**config.mk**
```make
export PLATFORM = sky130hd
export DESIGN_NAME = accel_mode_trigger_control
export DESIGN_NICKNAME = d
export VERILOG_FILES = /design/src/amt_pkg.sv /design/src/amt_counted_burst_mode_edge.sv /design/src/amt_sample_buf.sv /design/src/accel_mode_trigger_control.sv
export SDC_FILE = /design/constraint.sdc
export NUM_CORES = 1
export LEC_CHECK = 0
export BUFFER_PORTS_ARGS = -buffer_cell sky130_fd_sc_hd__buf_2
export CORE_MARGIN = 3
export CORE_UTILIZATION = 40
export CTS_CLUSTER_SIZE = 24
export DETAILED_ROUTE_END_ITERATION = 16
export SLEW_MARGIN = 25
export SYNTH_ARGS = -nofsm -noshare
export SYNTH_HDL_FRONTEND = slang
export SYNTH_HIERARCHICAL = 1
export SYNTH_SLANG_ARGS = --single-unit
```
**constraint.sdc**
```tcl
create_clock -name clock -period 7.47 [get_ports clock]
set_clock_uncertainty 0.1 [all_clocks]
set_input_delay 1.1205 -clock clock [delete_from_list [all_inputs] [get_ports clock]]
set_output_delay 1.1205 -clock clock [all_outputs]
set_load 0.02 [all_outputs]
```
**src/amt_pkg.sv**
```systemverilog
package amt_pkg;

    // register map
    localparam logic [7:0] ADDR_FEATURE_TWO = 8'h0e;
    localparam logic [7:0] ADDR_INIT_KEY = 8'h0f;
    localparam logic [7:0] ADDR_MODE_CTRL = 8'h10;

    // feature_control_two fields
    localparam int FEAT_STREAM_BIT = 5;
    localparam int FEAT_EDGE_SEL_BIT = 6;
    localparam int FEAT_COUNTED_BURST_MODE_EN_BIT = 7;
    localparam logic [7:0] FEAT_RESET = 8'h00;

    // init_key codes
    localparam logic [7:0] INIT_WRITE_KEY = 8'h42;
    localparam logic [7:0] INIT_RD_STARTING = 8'h45;
    localparam logic [7:0] INIT_RD_READY = 8'h40;
    localparam logic [7:0] INIT_RD_DONE = 8'h43;

    // operating_mode_control fields
    localparam logic [7:0] MODE_CTRL_RESET = 8'h00;
    localparam logic [2:0] MODE_SLEEP = 3'h0;
    localparam logic [2:0] MODE_STANDBY = 3'h1;
    localparam logic [2:0] MODE_WATCH = 3'h2;
    localparam logic [2:0] MODE_CONT = 3'h5;
    localparam logic [2:0] MODE_WATCH_PLUS = 3'h6;
    localparam logic [2:0] MODE_BURST = 3'h7;
    localparam logic [7:0] BURST_ENDLESS = 8'hff;

    // timing
    localparam int CLOCK_HZ = 10_000_000;
    localparam int STATUS_LAG_MS = 2;
    localparam int STATUS_LAG_CYC = STATUS_LAG_MS * (CLOCK_HZ / 1000);
    localparam int STARTUP_US = 100;
    localparam int STARTUP_CYC = STARTUP_US * (CLOCK_HZ / 1_000_000);
    localparam int HEARTBEAT_DIV = 10;
    localparam int MODE_APPLY_BEATS = 2;
    localparam int BUF_DEPTH = 32;

    typedef struct packed {
        logic one_shot_command;
        logic third_axis_off;
        logic second_axis_off;
        logic first_axis_off;
        logic unused_bit;
        logic [2:0] mode_select_field;
    } amt_mode_ctrl_t;

    typedef struct packed {
        logic outside_trigger_enable;
        logic outside_trigger_edge_select;
        logic stream_enable;
        logic [4:0] other_bits;
    } amt_feature_t;

    typedef enum logic [5:0] {
        ST_SLEEP = 6'h01,
        ST_STANDBY = 6'h02,
        ST_WATCH = 6'h04,
        ST_CONT = 6'h08,
        ST_WATCH_PLUS = 6'h10,
        ST_BURST = 6'h20
    } amt_state_t;

    typedef struct packed {
        logic sniff_on;
        logic sampling_on;
        logic buffer_on;
        logic clocks_on;
        logic power_down;
    } amt_power_t;

endpackage : amt_pkg

```
**src/amt_counted_burst_mode_edge.sv**
```systemverilog
`timescale 1ns/100ps
module amt_counted_burst_mode_edge (
    input wire logic clock,
    input wire logic rst,
    input wire logic pin_in,
    input wire logic enable,
    input wire logic edge_select,
    output logic counted_burst_mode_pulse
);
    logic sync1_r;
    logic sync2_r;
    logic last_r;

    always_ff @(posedge clock or posedge rst) begin
        if (rst) begin
            sync1_r <= 1'b1;
            sync2_r <= 1'b1;
        end else begin
            sync1_r <= pin_in;
            sync2_r <= sync1_r;
        end
    end

    always_ff @(posedge clock or posedge rst) begin
        if (rst) begin
            last_r <= 1'b1;
        end else begin
            last_r <= sync2_r;
        end
    end

    // 0 falling, 1 rising
    always_ff @(posedge clock or posedge rst) begin
        if (rst) begin
            counted_burst_mode_pulse <= 1'b0;
        end else begin
            counted_burst_mode_pulse <= enable & (edge_select ? (sync2_r & ~last_r) : (~sync2_r & last_r));
        end
    end
endmodule : amt_counted_burst_mode_edge

```
**src/amt_sample_buf.sv**
```systemverilog
`timescale 1ns/100ps
module amt_sample_buf #(
    parameter int DEPTH = amt_pkg::BUF_DEPTH
) (
    input wire logic clock,
    input wire logic rst,
    input wire logic buf_enable,
    input wire logic stream_enable,
    input wire logic push,
    input wire logic pop,
    output logic [$clog2(DEPTH+1)-1:0] level,
    output logic full,
    output logic dropped,
    output logic refused
);
    localparam logic [$clog2(DEPTH+1)-1:0] LVL_MAX = ($clog2(DEPTH+1))'(DEPTH);
    logic do_pop;
    logic is_full;

    assign is_full = (level == LVL_MAX);
    assign do_pop = pop & (level != '0);

    // occupancy only; sample storage lives in the datapath
    always_ff @(posedge clock or posedge rst) begin
        if (rst) begin
            level <= '0;
        end else if (!buf_enable) begin
            level <= '0;
        end else if (push & ~is_full & ~do_pop) begin
            level <= level + 1'b1;
        end else if (do_pop & ~push) begin
            level <= level - 1'b1;
        end
    end

    always_ff @(posedge clock or posedge rst) begin
        if (rst) begin
            full <= 1'b0;
            dropped <= 1'b0;
            refused <= 1'b0;
        end else begin
            full <= buf_enable & (level == LVL_MAX) & ~(do_pop & ~push);
            dropped <= buf_enable & push & is_full & ~do_pop & stream_enable;
            refused <= buf_enable & push & is_full & ~do_pop & ~stream_enable;
        end
    end
endmodule : amt_sample_buf

```
**src/accel_mode_trigger_control.sv**
```systemverilog
`timescale 1ns/100ps
// How it works
// - stream on and buffer full: oldest sample dropped so newest is kept
// - stream off, the reset default: full buffer refuses new samples
// - stream bit matters only while the buffer enable is one
// - stream behaviour is the same for every host interface
// - edge select zero picks falling edges, one picks rising edges
// - trigger enable turns the interrupt pin into a trigger input
// - init reads 0x45 starting, 0x40 ready, 0x43 after key written
// - written mode change completes on the second heartbeat edge after the write
// - reported mode lags the live mode by 2 ms
// - hardware may set or clear the mode field on its own
// - mode control register is write-only, resets to zero
// - code 000 is deep sleep: clocks stopped, partly powered down
// - code 001 is standby: clocks run, no sampling
// - code 010 watches activity only, then jumps to continuous sampling
// - code 101 samples continuously with activity watch off
// - code 110 runs activity watch, sampling and buffer together
// - code 111 takes a counted burst or runs endless, then sleeps
// - one-shot starts from standby only; 255 endless, else back to standby
// - each axis off bit turns its axis off when one
module accel_mode_trigger_control #(
    parameter int STATUS_LAG = amt_pkg::STATUS_LAG_CYC,
    parameter int STARTUP = amt_pkg::STARTUP_CYC,
    parameter int HB_DIV = amt_pkg::HEARTBEAT_DIV,
    parameter int DEPTH = amt_pkg::BUF_DEPTH
) (
    input wire logic clock,
    input wire logic rst,
    input wire logic reg_wr,
    input wire logic reg_rd,
    input wire logic [7:0] reg_addr,
    input wire logic [7:0] reg_wdata,
    output logic [7:0] reg_rdata,
    output logic reg_rvalid,

    input wire logic buf_enable,
    input wire logic buf_pop,
    input wire logic [7:0] burst_sample_count,
    input wire logic sample_tick,
    input wire logic activity_seen,

    input wire logic irq_request,
    input wire logic irq_out_pin_in,
    output logic irq_out_pin_out,
    output logic irq_out_pin_oe,

    output logic sample_take,
    output logic [2:0] axis_on,
    output amt_pkg::amt_power_t power,
    output logic [2:0] status_mode,

    output logic [$clog2(DEPTH+1)-1:0] buf_level,
    output logic buf_full,
    output logic buf_dropped,
    output logic buf_refused
);
    localparam int HBW = $clog2(HB_DIV + 1);
    localparam int LAGW = $clog2(STATUS_LAG + 1);
    localparam int STW = $clog2(STARTUP + 1);

    amt_pkg::amt_feature_t feat_r;
    amt_pkg::amt_mode_ctrl_t mctl_r;

    amt_pkg::amt_state_t state_r;
    amt_pkg::amt_state_t state_nxt;

    logic [STW-1:0] start_cnt_r;
    logic starting_r;
    logic key_done_r;

    logic [HBW-1:0] hb_cnt_r;
    logic hb_tick;
    logic [1:0] beats_r;
    logic pend_r;

    logic [LAGW-1:0] lag_cnt_r;
    logic [2:0] lag_code_r;

    logic [7:0] burst_left_r;
    logic burst_endless_r;
    logic burst_from_cmd_r;

    logic counted_burst_mode_pulse;
    logic take;
    logic wr_mode;
    logic wr_feat;
    logic cmd_ok;

    function automatic amt_pkg::amt_state_t code_to_state(input logic [2:0] code);
        unique case (code)
            amt_pkg::MODE_SLEEP: code_to_state = amt_pkg::ST_SLEEP;
            amt_pkg::MODE_WATCH: code_to_state = amt_pkg::ST_WATCH;
            amt_pkg::MODE_CONT: code_to_state = amt_pkg::ST_CONT;
            amt_pkg::MODE_WATCH_PLUS: code_to_state = amt_pkg::ST_WATCH_PLUS;
            amt_pkg::MODE_BURST: code_to_state = amt_pkg::ST_BURST;
            // reserved codes park in standby
            default: code_to_state = amt_pkg::ST_STANDBY;
        endcase
    endfunction : code_to_state

    function automatic logic [2:0] state_to_code(input amt_pkg::amt_state_t st);
        unique case (st)
            amt_pkg::ST_SLEEP: state_to_code = amt_pkg::MODE_SLEEP;
            amt_pkg::ST_STANDBY: state_to_code = amt_pkg::MODE_STANDBY;
            amt_pkg::ST_WATCH: state_to_code = amt_pkg::MODE_WATCH;
            amt_pkg::ST_CONT: state_to_code = amt_pkg::MODE_CONT;
            amt_pkg::ST_WATCH_PLUS: state_to_code = amt_pkg::MODE_WATCH_PLUS;
            amt_pkg::ST_BURST: state_to_code = amt_pkg::MODE_BURST;
            default: state_to_code = amt_pkg::MODE_SLEEP;
        endcase
    endfunction : state_to_code

    assign wr_mode = reg_wr & (reg_addr == amt_pkg::ADDR_MODE_CTRL);
    assign wr_feat = reg_wr & (reg_addr == amt_pkg::ADDR_FEATURE_TWO);
    assign cmd_ok = wr_mode & reg_wdata[7] & (state_r == amt_pkg::ST_STANDBY);

    // feature register; the host link type plays no part here
    always_ff @(posedge clock or posedge rst) begin
        if (rst) begin
            feat_r <= amt_pkg::FEAT_RESET;
        end else if (wr_feat) begin
            feat_r <= reg_wdata;
        end
    end

    // start-up sequence and init key
    always_ff @(posedge clock or posedge rst) begin
        if (rst) begin
            start_cnt_r <= '0;
            starting_r <= 1'b1;
        end else if (starting_r) begin
            start_cnt_r <= start_cnt_r + 1'b1;
            starting_r <= (start_cnt_r != STW'(STARTUP - 1));
        end
    end

    always_ff @(posedge clock or posedge rst) begin
        if (rst) begin
            key_done_r <= 1'b0;
        end else if (reg_wr & (reg_addr == amt_pkg::ADDR_INIT_KEY) &
                     (reg_wdata == amt_pkg::INIT_WRITE_KEY)) begin
            key_done_r <= 1'b1;
        end
    end

    // read port; mode control reads as zero since it is write-only
    always_ff @(posedge clock or posedge rst) begin
        if (rst) begin
            reg_rdata <= 8'h00;
            reg_rvalid <= 1'b0;
        end else begin
            reg_rvalid <= reg_rd;
            if (reg_rd) begin
                unique case (reg_addr)
                    amt_pkg::ADDR_FEATURE_TWO: reg_rdata <= feat_r;
                    amt_pkg::ADDR_INIT_KEY: reg_rdata <= key_done_r ? amt_pkg::INIT_RD_DONE :
                        (starting_r ? amt_pkg::INIT_RD_STARTING : amt_pkg::INIT_RD_READY);
                    default: reg_rdata <= 8'h00;
                endcase
            end
        end
    end

    // heartbeat divider
    assign hb_tick = (hb_cnt_r == HBW'(HB_DIV - 1));
    always_ff @(posedge clock or posedge rst) begin
        if (rst) begin
            hb_cnt_r <= '0;
        end else begin
            hb_cnt_r <= hb_tick ? '0 : hb_cnt_r + 1'b1;
        end
    end

    // mode applied on second heartbeat after write
    always_ff @(posedge clock or posedge rst) begin
        if (rst) begin
            pend_r <= 1'b0;
            beats_r <= '0;
        end else if (wr_mode & ~reg_wdata[7]) begin
            pend_r <= 1'b1;
            beats_r <= '0;
        end else if (pend_r & hb_tick) begin
            beats_r <= beats_r + 1'b1;
            pend_r <= (beats_r != 2'(amt_pkg::MODE_APPLY_BEATS - 1));
        end
    end

    // mode control register with hardware override of the field
    always_ff @(posedge clock or posedge rst) begin
        if (rst) begin
            mctl_r <= amt_pkg::MODE_CTRL_RESET;
        end else if (wr_mode) begin
            mctl_r <= reg_wdata;
            if (reg_wdata[7]) begin
                mctl_r.mode_select_field <= cmd_ok ? amt_pkg::MODE_BURST :
                    mctl_r.mode_select_field;
            end
        end else if (state_nxt != state_r) begin
            mctl_r.mode_select_field <= state_to_code(state_nxt);
        end
    end

    always_comb begin
        state_nxt = state_r;
        if (pend_r & hb_tick & (beats_r == 2'(amt_pkg::MODE_APPLY_BEATS - 1))) begin
            state_nxt = code_to_state(mctl_r.mode_select_field);
        end else if (cmd_ok) begin
            state_nxt = amt_pkg::ST_BURST;
        end else begin
            unique case (state_r)
                amt_pkg::ST_WATCH: begin
                    if (activity_seen) begin
                        state_nxt = amt_pkg::ST_CONT;
                    end
                end
                amt_pkg::ST_BURST: begin
                    if (take & ~burst_endless_r & (burst_left_r == 8'h01)) begin
                        state_nxt = burst_from_cmd_r ? amt_pkg::ST_STANDBY :
                            amt_pkg::ST_SLEEP;
                    end
                end
                default: state_nxt = state_r;
            endcase
        end
    end

    always_ff @(posedge clock or posedge rst) begin
        if (rst) begin
            state_r <= amt_pkg::ST_SLEEP;
        end else begin
            state_r <= state_nxt;
        end
    end

    // burst counter, loaded on entry to the counted mode
    always_ff @(posedge clock or posedge rst) begin
        if (rst) begin
            burst_left_r <= 8'h00;
            burst_endless_r <= 1'b0;
            burst_from_cmd_r <= 1'b0;
        end else if (state_nxt == amt_pkg::ST_BURST && state_r != amt_pkg::ST_BURST) begin
            burst_left_r <= burst_sample_count;
            burst_endless_r <= (burst_sample_count == amt_pkg::BURST_ENDLESS);
            burst_from_cmd_r <= cmd_ok;
        end else if (take & (state_r == amt_pkg::ST_BURST) & (burst_left_r != 8'h00)) begin
            burst_left_r <= burst_left_r - 1'b1;
        end
    end

    // pin turns into a trigger input; no drive while enabled
    amt_counted_burst_mode_edge u_edge (
        .clock(clock),
        .rst(rst),
        .pin_in(irq_out_pin_in),
        .enable(feat_r.outside_trigger_enable),
        .edge_select(feat_r.outside_trigger_edge_select),
        .counted_burst_mode_pulse(counted_burst_mode_pulse)
    );

    always_ff @(posedge clock or posedge rst) begin
        if (rst) begin
            irq_out_pin_out <= 1'b1;
            irq_out_pin_oe <= 1'b0;
        end else begin
            // open drain, active low request
            irq_out_pin_out <= 1'b0;
            irq_out_pin_oe <= irq_request & ~feat_r.outside_trigger_enable;
        end
    end

    // outside trigger paces counted mode
    always_comb begin
        unique case (state_r)
            amt_pkg::ST_CONT, amt_pkg::ST_WATCH_PLUS: take = sample_tick;
            amt_pkg::ST_BURST: take = feat_r.outside_trigger_enable ? counted_burst_mode_pulse : sample_tick;
            default: take = 1'b0;
        endcase
    end

    always_ff @(posedge clock or posedge rst) begin
        if (rst) begin
            sample_take <= 1'b0;
            axis_on <= 3'h0;
            power <= '0;
        end else begin
            sample_take <= take;
            axis_on <= ~{mctl_r.third_axis_off, mctl_r.second_axis_off,
                         mctl_r.first_axis_off};
            power.sniff_on <= (state_r == amt_pkg::ST_WATCH) |
                              (state_r == amt_pkg::ST_WATCH_PLUS);
            power.sampling_on <= (state_r == amt_pkg::ST_CONT) |
                                 (state_r == amt_pkg::ST_WATCH_PLUS) |
                                 (state_r == amt_pkg::ST_BURST);
            power.buffer_on <= buf_enable & (state_r != amt_pkg::ST_WATCH);
            power.clocks_on <= (state_r != amt_pkg::ST_SLEEP);
            power.power_down <= (state_r == amt_pkg::ST_SLEEP);
        end
    end

    // reported mode lags the live mode
    always_ff @(posedge clock or posedge rst) begin
        if (rst) begin
            lag_cnt_r <= '0;
            lag_code_r <= amt_pkg::MODE_SLEEP;
            status_mode <= amt_pkg::MODE_SLEEP;
        end else if (state_to_code(state_r) != lag_code_r) begin
            lag_code_r <= state_to_code(state_r);
            lag_cnt_r <= '0;
        end else if (status_mode != lag_code_r) begin
            if (lag_cnt_r == LAGW'(STATUS_LAG - 1)) begin
                status_mode <= lag_code_r;
            end else begin
                lag_cnt_r <= lag_cnt_r + 1'b1;
            end
        end
    end

    amt_sample_buf #(
        .DEPTH(DEPTH)
    ) u_buf (
        .clock(clock),
        .rst(rst),
        .buf_enable(buf_enable & power.buffer_on),
        .stream_enable(feat_r.stream_enable),
        .push(sample_take),
        .pop(buf_pop),
        .level(buf_level),
        .full(buf_full),
        .dropped(buf_dropped),
        .refused(buf_refused)
    );
endmodule : accel_mode_trigger_control

```
==> metrics.txt <==
RSZ-0062 raised after global routing false; flops & latches, synth 103; max incr delay on CP 0.57 ns; peak supply drop 0.130 mV; CTS sink count 103; sequential area share after synthesis 47.9%; Max Freq 0.294 GHz; # DRC 0; deepest clock path buffer count 2; GR met2 Demand/Resource 27.4%; antenna violations before repair 0; DRT Wirelength 11.9 mm; WL per Instance 15.8 um; total CTS buffers 9; Rel. slew slack 47.3%; routability congestion estimate 0.941; Period minus WS final 3.40 ns; ANT cells 0; worst slew pin tran 0.790 ns; first-pass GRT wire length 19.9 mm; CTS tree done; vias 4068; Root Driver clkbuf_16; post-route cell area 6150 um2; Slowest-stage cell, CP and4_1; Worst EP required 7.60 ns; Inst Count DP 737; core region area 12900 um2; hold_buf cts 0; Pwr per Cell Area 271 nW/um2; HPWL Detailed 8.91 mm; final hold vios 0; clock-pin transition on the worst setup and hold timing paths 0.07 ns; max cap viols 0; # setup viols final 0; Final Cycle Share 45.5%; Post-DP Area 5850 um2; M1 GR Usage 22.6%; GRT Util Overall 16.9%; most frequent cells in the layout 97 x dfrtp_1, 65 x buf_2, 39 x nor2_1; GR peak layer met2; worst path arrival time 3.53 ns; Hold Crit Class reg -> reg; DR iter-0 viols 272; Post-CTS Setup Bufs 0; CP endpoint kind register; number of global-route vias before repair 4054; Cell Rows 41; input/output buffers 65; largest net degree at the start of global routing 65; critical path, cell by cell buf_2, nor4_2, and4_1, a31oi_1, and2_1, nor2_2, nand3_2, mux2_1; DRT Pass-1 Iters 4; total global routing overflow 0; fin nets 620; synthesized cell area 5390 um2; setup TNS 0 ns; DIE HEIGHT 122 um; Die ar. 14900 um2; CP Class in -> reg; top-area cell type share of the netlist area 45.0%; Crit Path Max Fanout 17; static leakage 2.83 nW; startpoint class of the critical path input port; ANT nets after route 0; GR Layer Usage met3 3.44%; Slew Limit Fails 0; post-route insts no fill 752; syn avg cell area 10.4 um2; share of cells above drive strength 1 21.7%; Initial Util 41.9%; Synth Net Count 564; status finished, final reports clean; Die Wd 122 um; Most used DFF post-synth dfrtp_1; P&R area growth vs syn 14.0%; Vias per Instance 5.41; CTS resizes 0; synth warn 6; Clock Latency Late Sink 0.35 ns; Syn Inst Count 520; I/O Pins 66; area leader, netlist dfrtp_1; H-tree levels 3; EDFF count, synth 0; asr flop ratio synth 100%; commonest non-fill, non-tap cell in the layout dfrtp_1; Area contributors post-synth dfrtp_1 45%, mux2_2 4.4%, xnor2_1 4.1%; Synth cell types 74
-- registers in the layout, indices dropped and copies added, names as in the netlist, 2 cells and up --
name,cells
beats_r,2
power,5
mctl_r,6
lag_cnt_r,15
u_buf/level,6
start_cnt_r,10
reg_rdata,8
burst_left_r,8
hb_cnt_r,4
state_r,6
status_mode,3
axis_on,3
lag_code_r,3
feat_r,8
-- report_power, final --
part           switching (mW)  internal [mW]  leakage, nW
combinational           0.275          0.199         1.33
sequential             0.0880          0.620         1.35
clock                   0.218          0.264        0.145
total                   0.581           1.08         2.83
-- metal layers --
layer	vias up	part of all wire (%)	wire [um]
li1	1977	-	-
met1	1969	46	5410
met2	107	47	5620
met3	15	5.3	630
met4	0	1.8	216
met5	-	0	0
-- metrics by stage --
stage / hold slack, ns / total power [mW] / worst slack (ns) / utilization (%)
final: 0.265 / 1.66 / 4.07 / 47.7
after global routing: 0.277 / 1.77 / 3.90 / 47.7
after CTS: 0.267 / 1.68 / 4.10 / 47.7
after detailed placement: 0.249 / 1.19 / 3.71 / 45.4
after global placement: 0.249 / 1.18 / 3.79 / 45.4
after floorplan: 0.245 / 1.07 / 3.92 / -
-- Yosys cell counts (all sizes together), types with 4 or more instances --
library cell  number
nand3b             4
nor4               7
mux2i              6
a31oi             11
nor3              15
o21ai             25
dfstp              6
nand2b             5
nor2b              6
buf               11
o41ai              4
inv               38
a211oi             4
and3               5
or3                7
nand4             13
nand2             30
and4               4
xnor2             25
or4                4
a21oi              9
clkbuf            10
ha                 9
nor2              41
o21a               5
mux2              29
a211o              4
nand3             17
o211ai             4
dfrtp             97
xor2              18
-- cell families (layout without fill, tap and decap cells) --
group	Yosys count	count (layout)	share of synthesized area, %
AOI/OAI and AO/OA	93	93	12.6
xor gates and xnor gates	43	43	6.99
adders and majority gates	10	10	2.46
buffers and inverters	59	119	4.41
DFF	103	103	47.9
muxes	35	35	7.24
other	1	1	0.0696
and+or+nand+nor	176	176	18.2
-- critical path: cells and delay by family --
family | cells | cell delay [ns]
simple gates | 5 | 1.56
compound gates | 1 | 0.25
mux | 1 | 0.42
buf+inv | 1 | 0.16
-- layout make-up --
| cell class | count | area (um2) |
|---|---|---|
| fill | 1217 | 6730 |
| sequential | 103 | 2580 |
| multi-input combinational | 358 | 2570 |
| timing repair buffer | 66 | 333 |
| clock buffer | 9 | 225 |
| tap | 172 | 215 |
| inverter | 38 | 144 |
| clock inverter | 6 | 75.1 |
-- final timing paths --
check	depth (start not counted)	start	slack [ns]	endpoint
worst max register to register	9	u_buf/level[2]	4.43	u_buf/level[5]
min in group asynchronous	2	rst	0.58	u_edge/counted_burst_mode_pulse
worst max-delay path	8	reg_addr[0]	4.07	burst_left_r[4]
max in group asynchronous	3	rst	5.43	axis_on[2]
worst min register to register	0	u_edge/sync1_r	0.26	u_edge/sync2_r
worst min-delay path	0	u_edge/sync1_r	0.26	u_edge/sync2_r
Note: power is estimated with default switching activity, not from simulation.
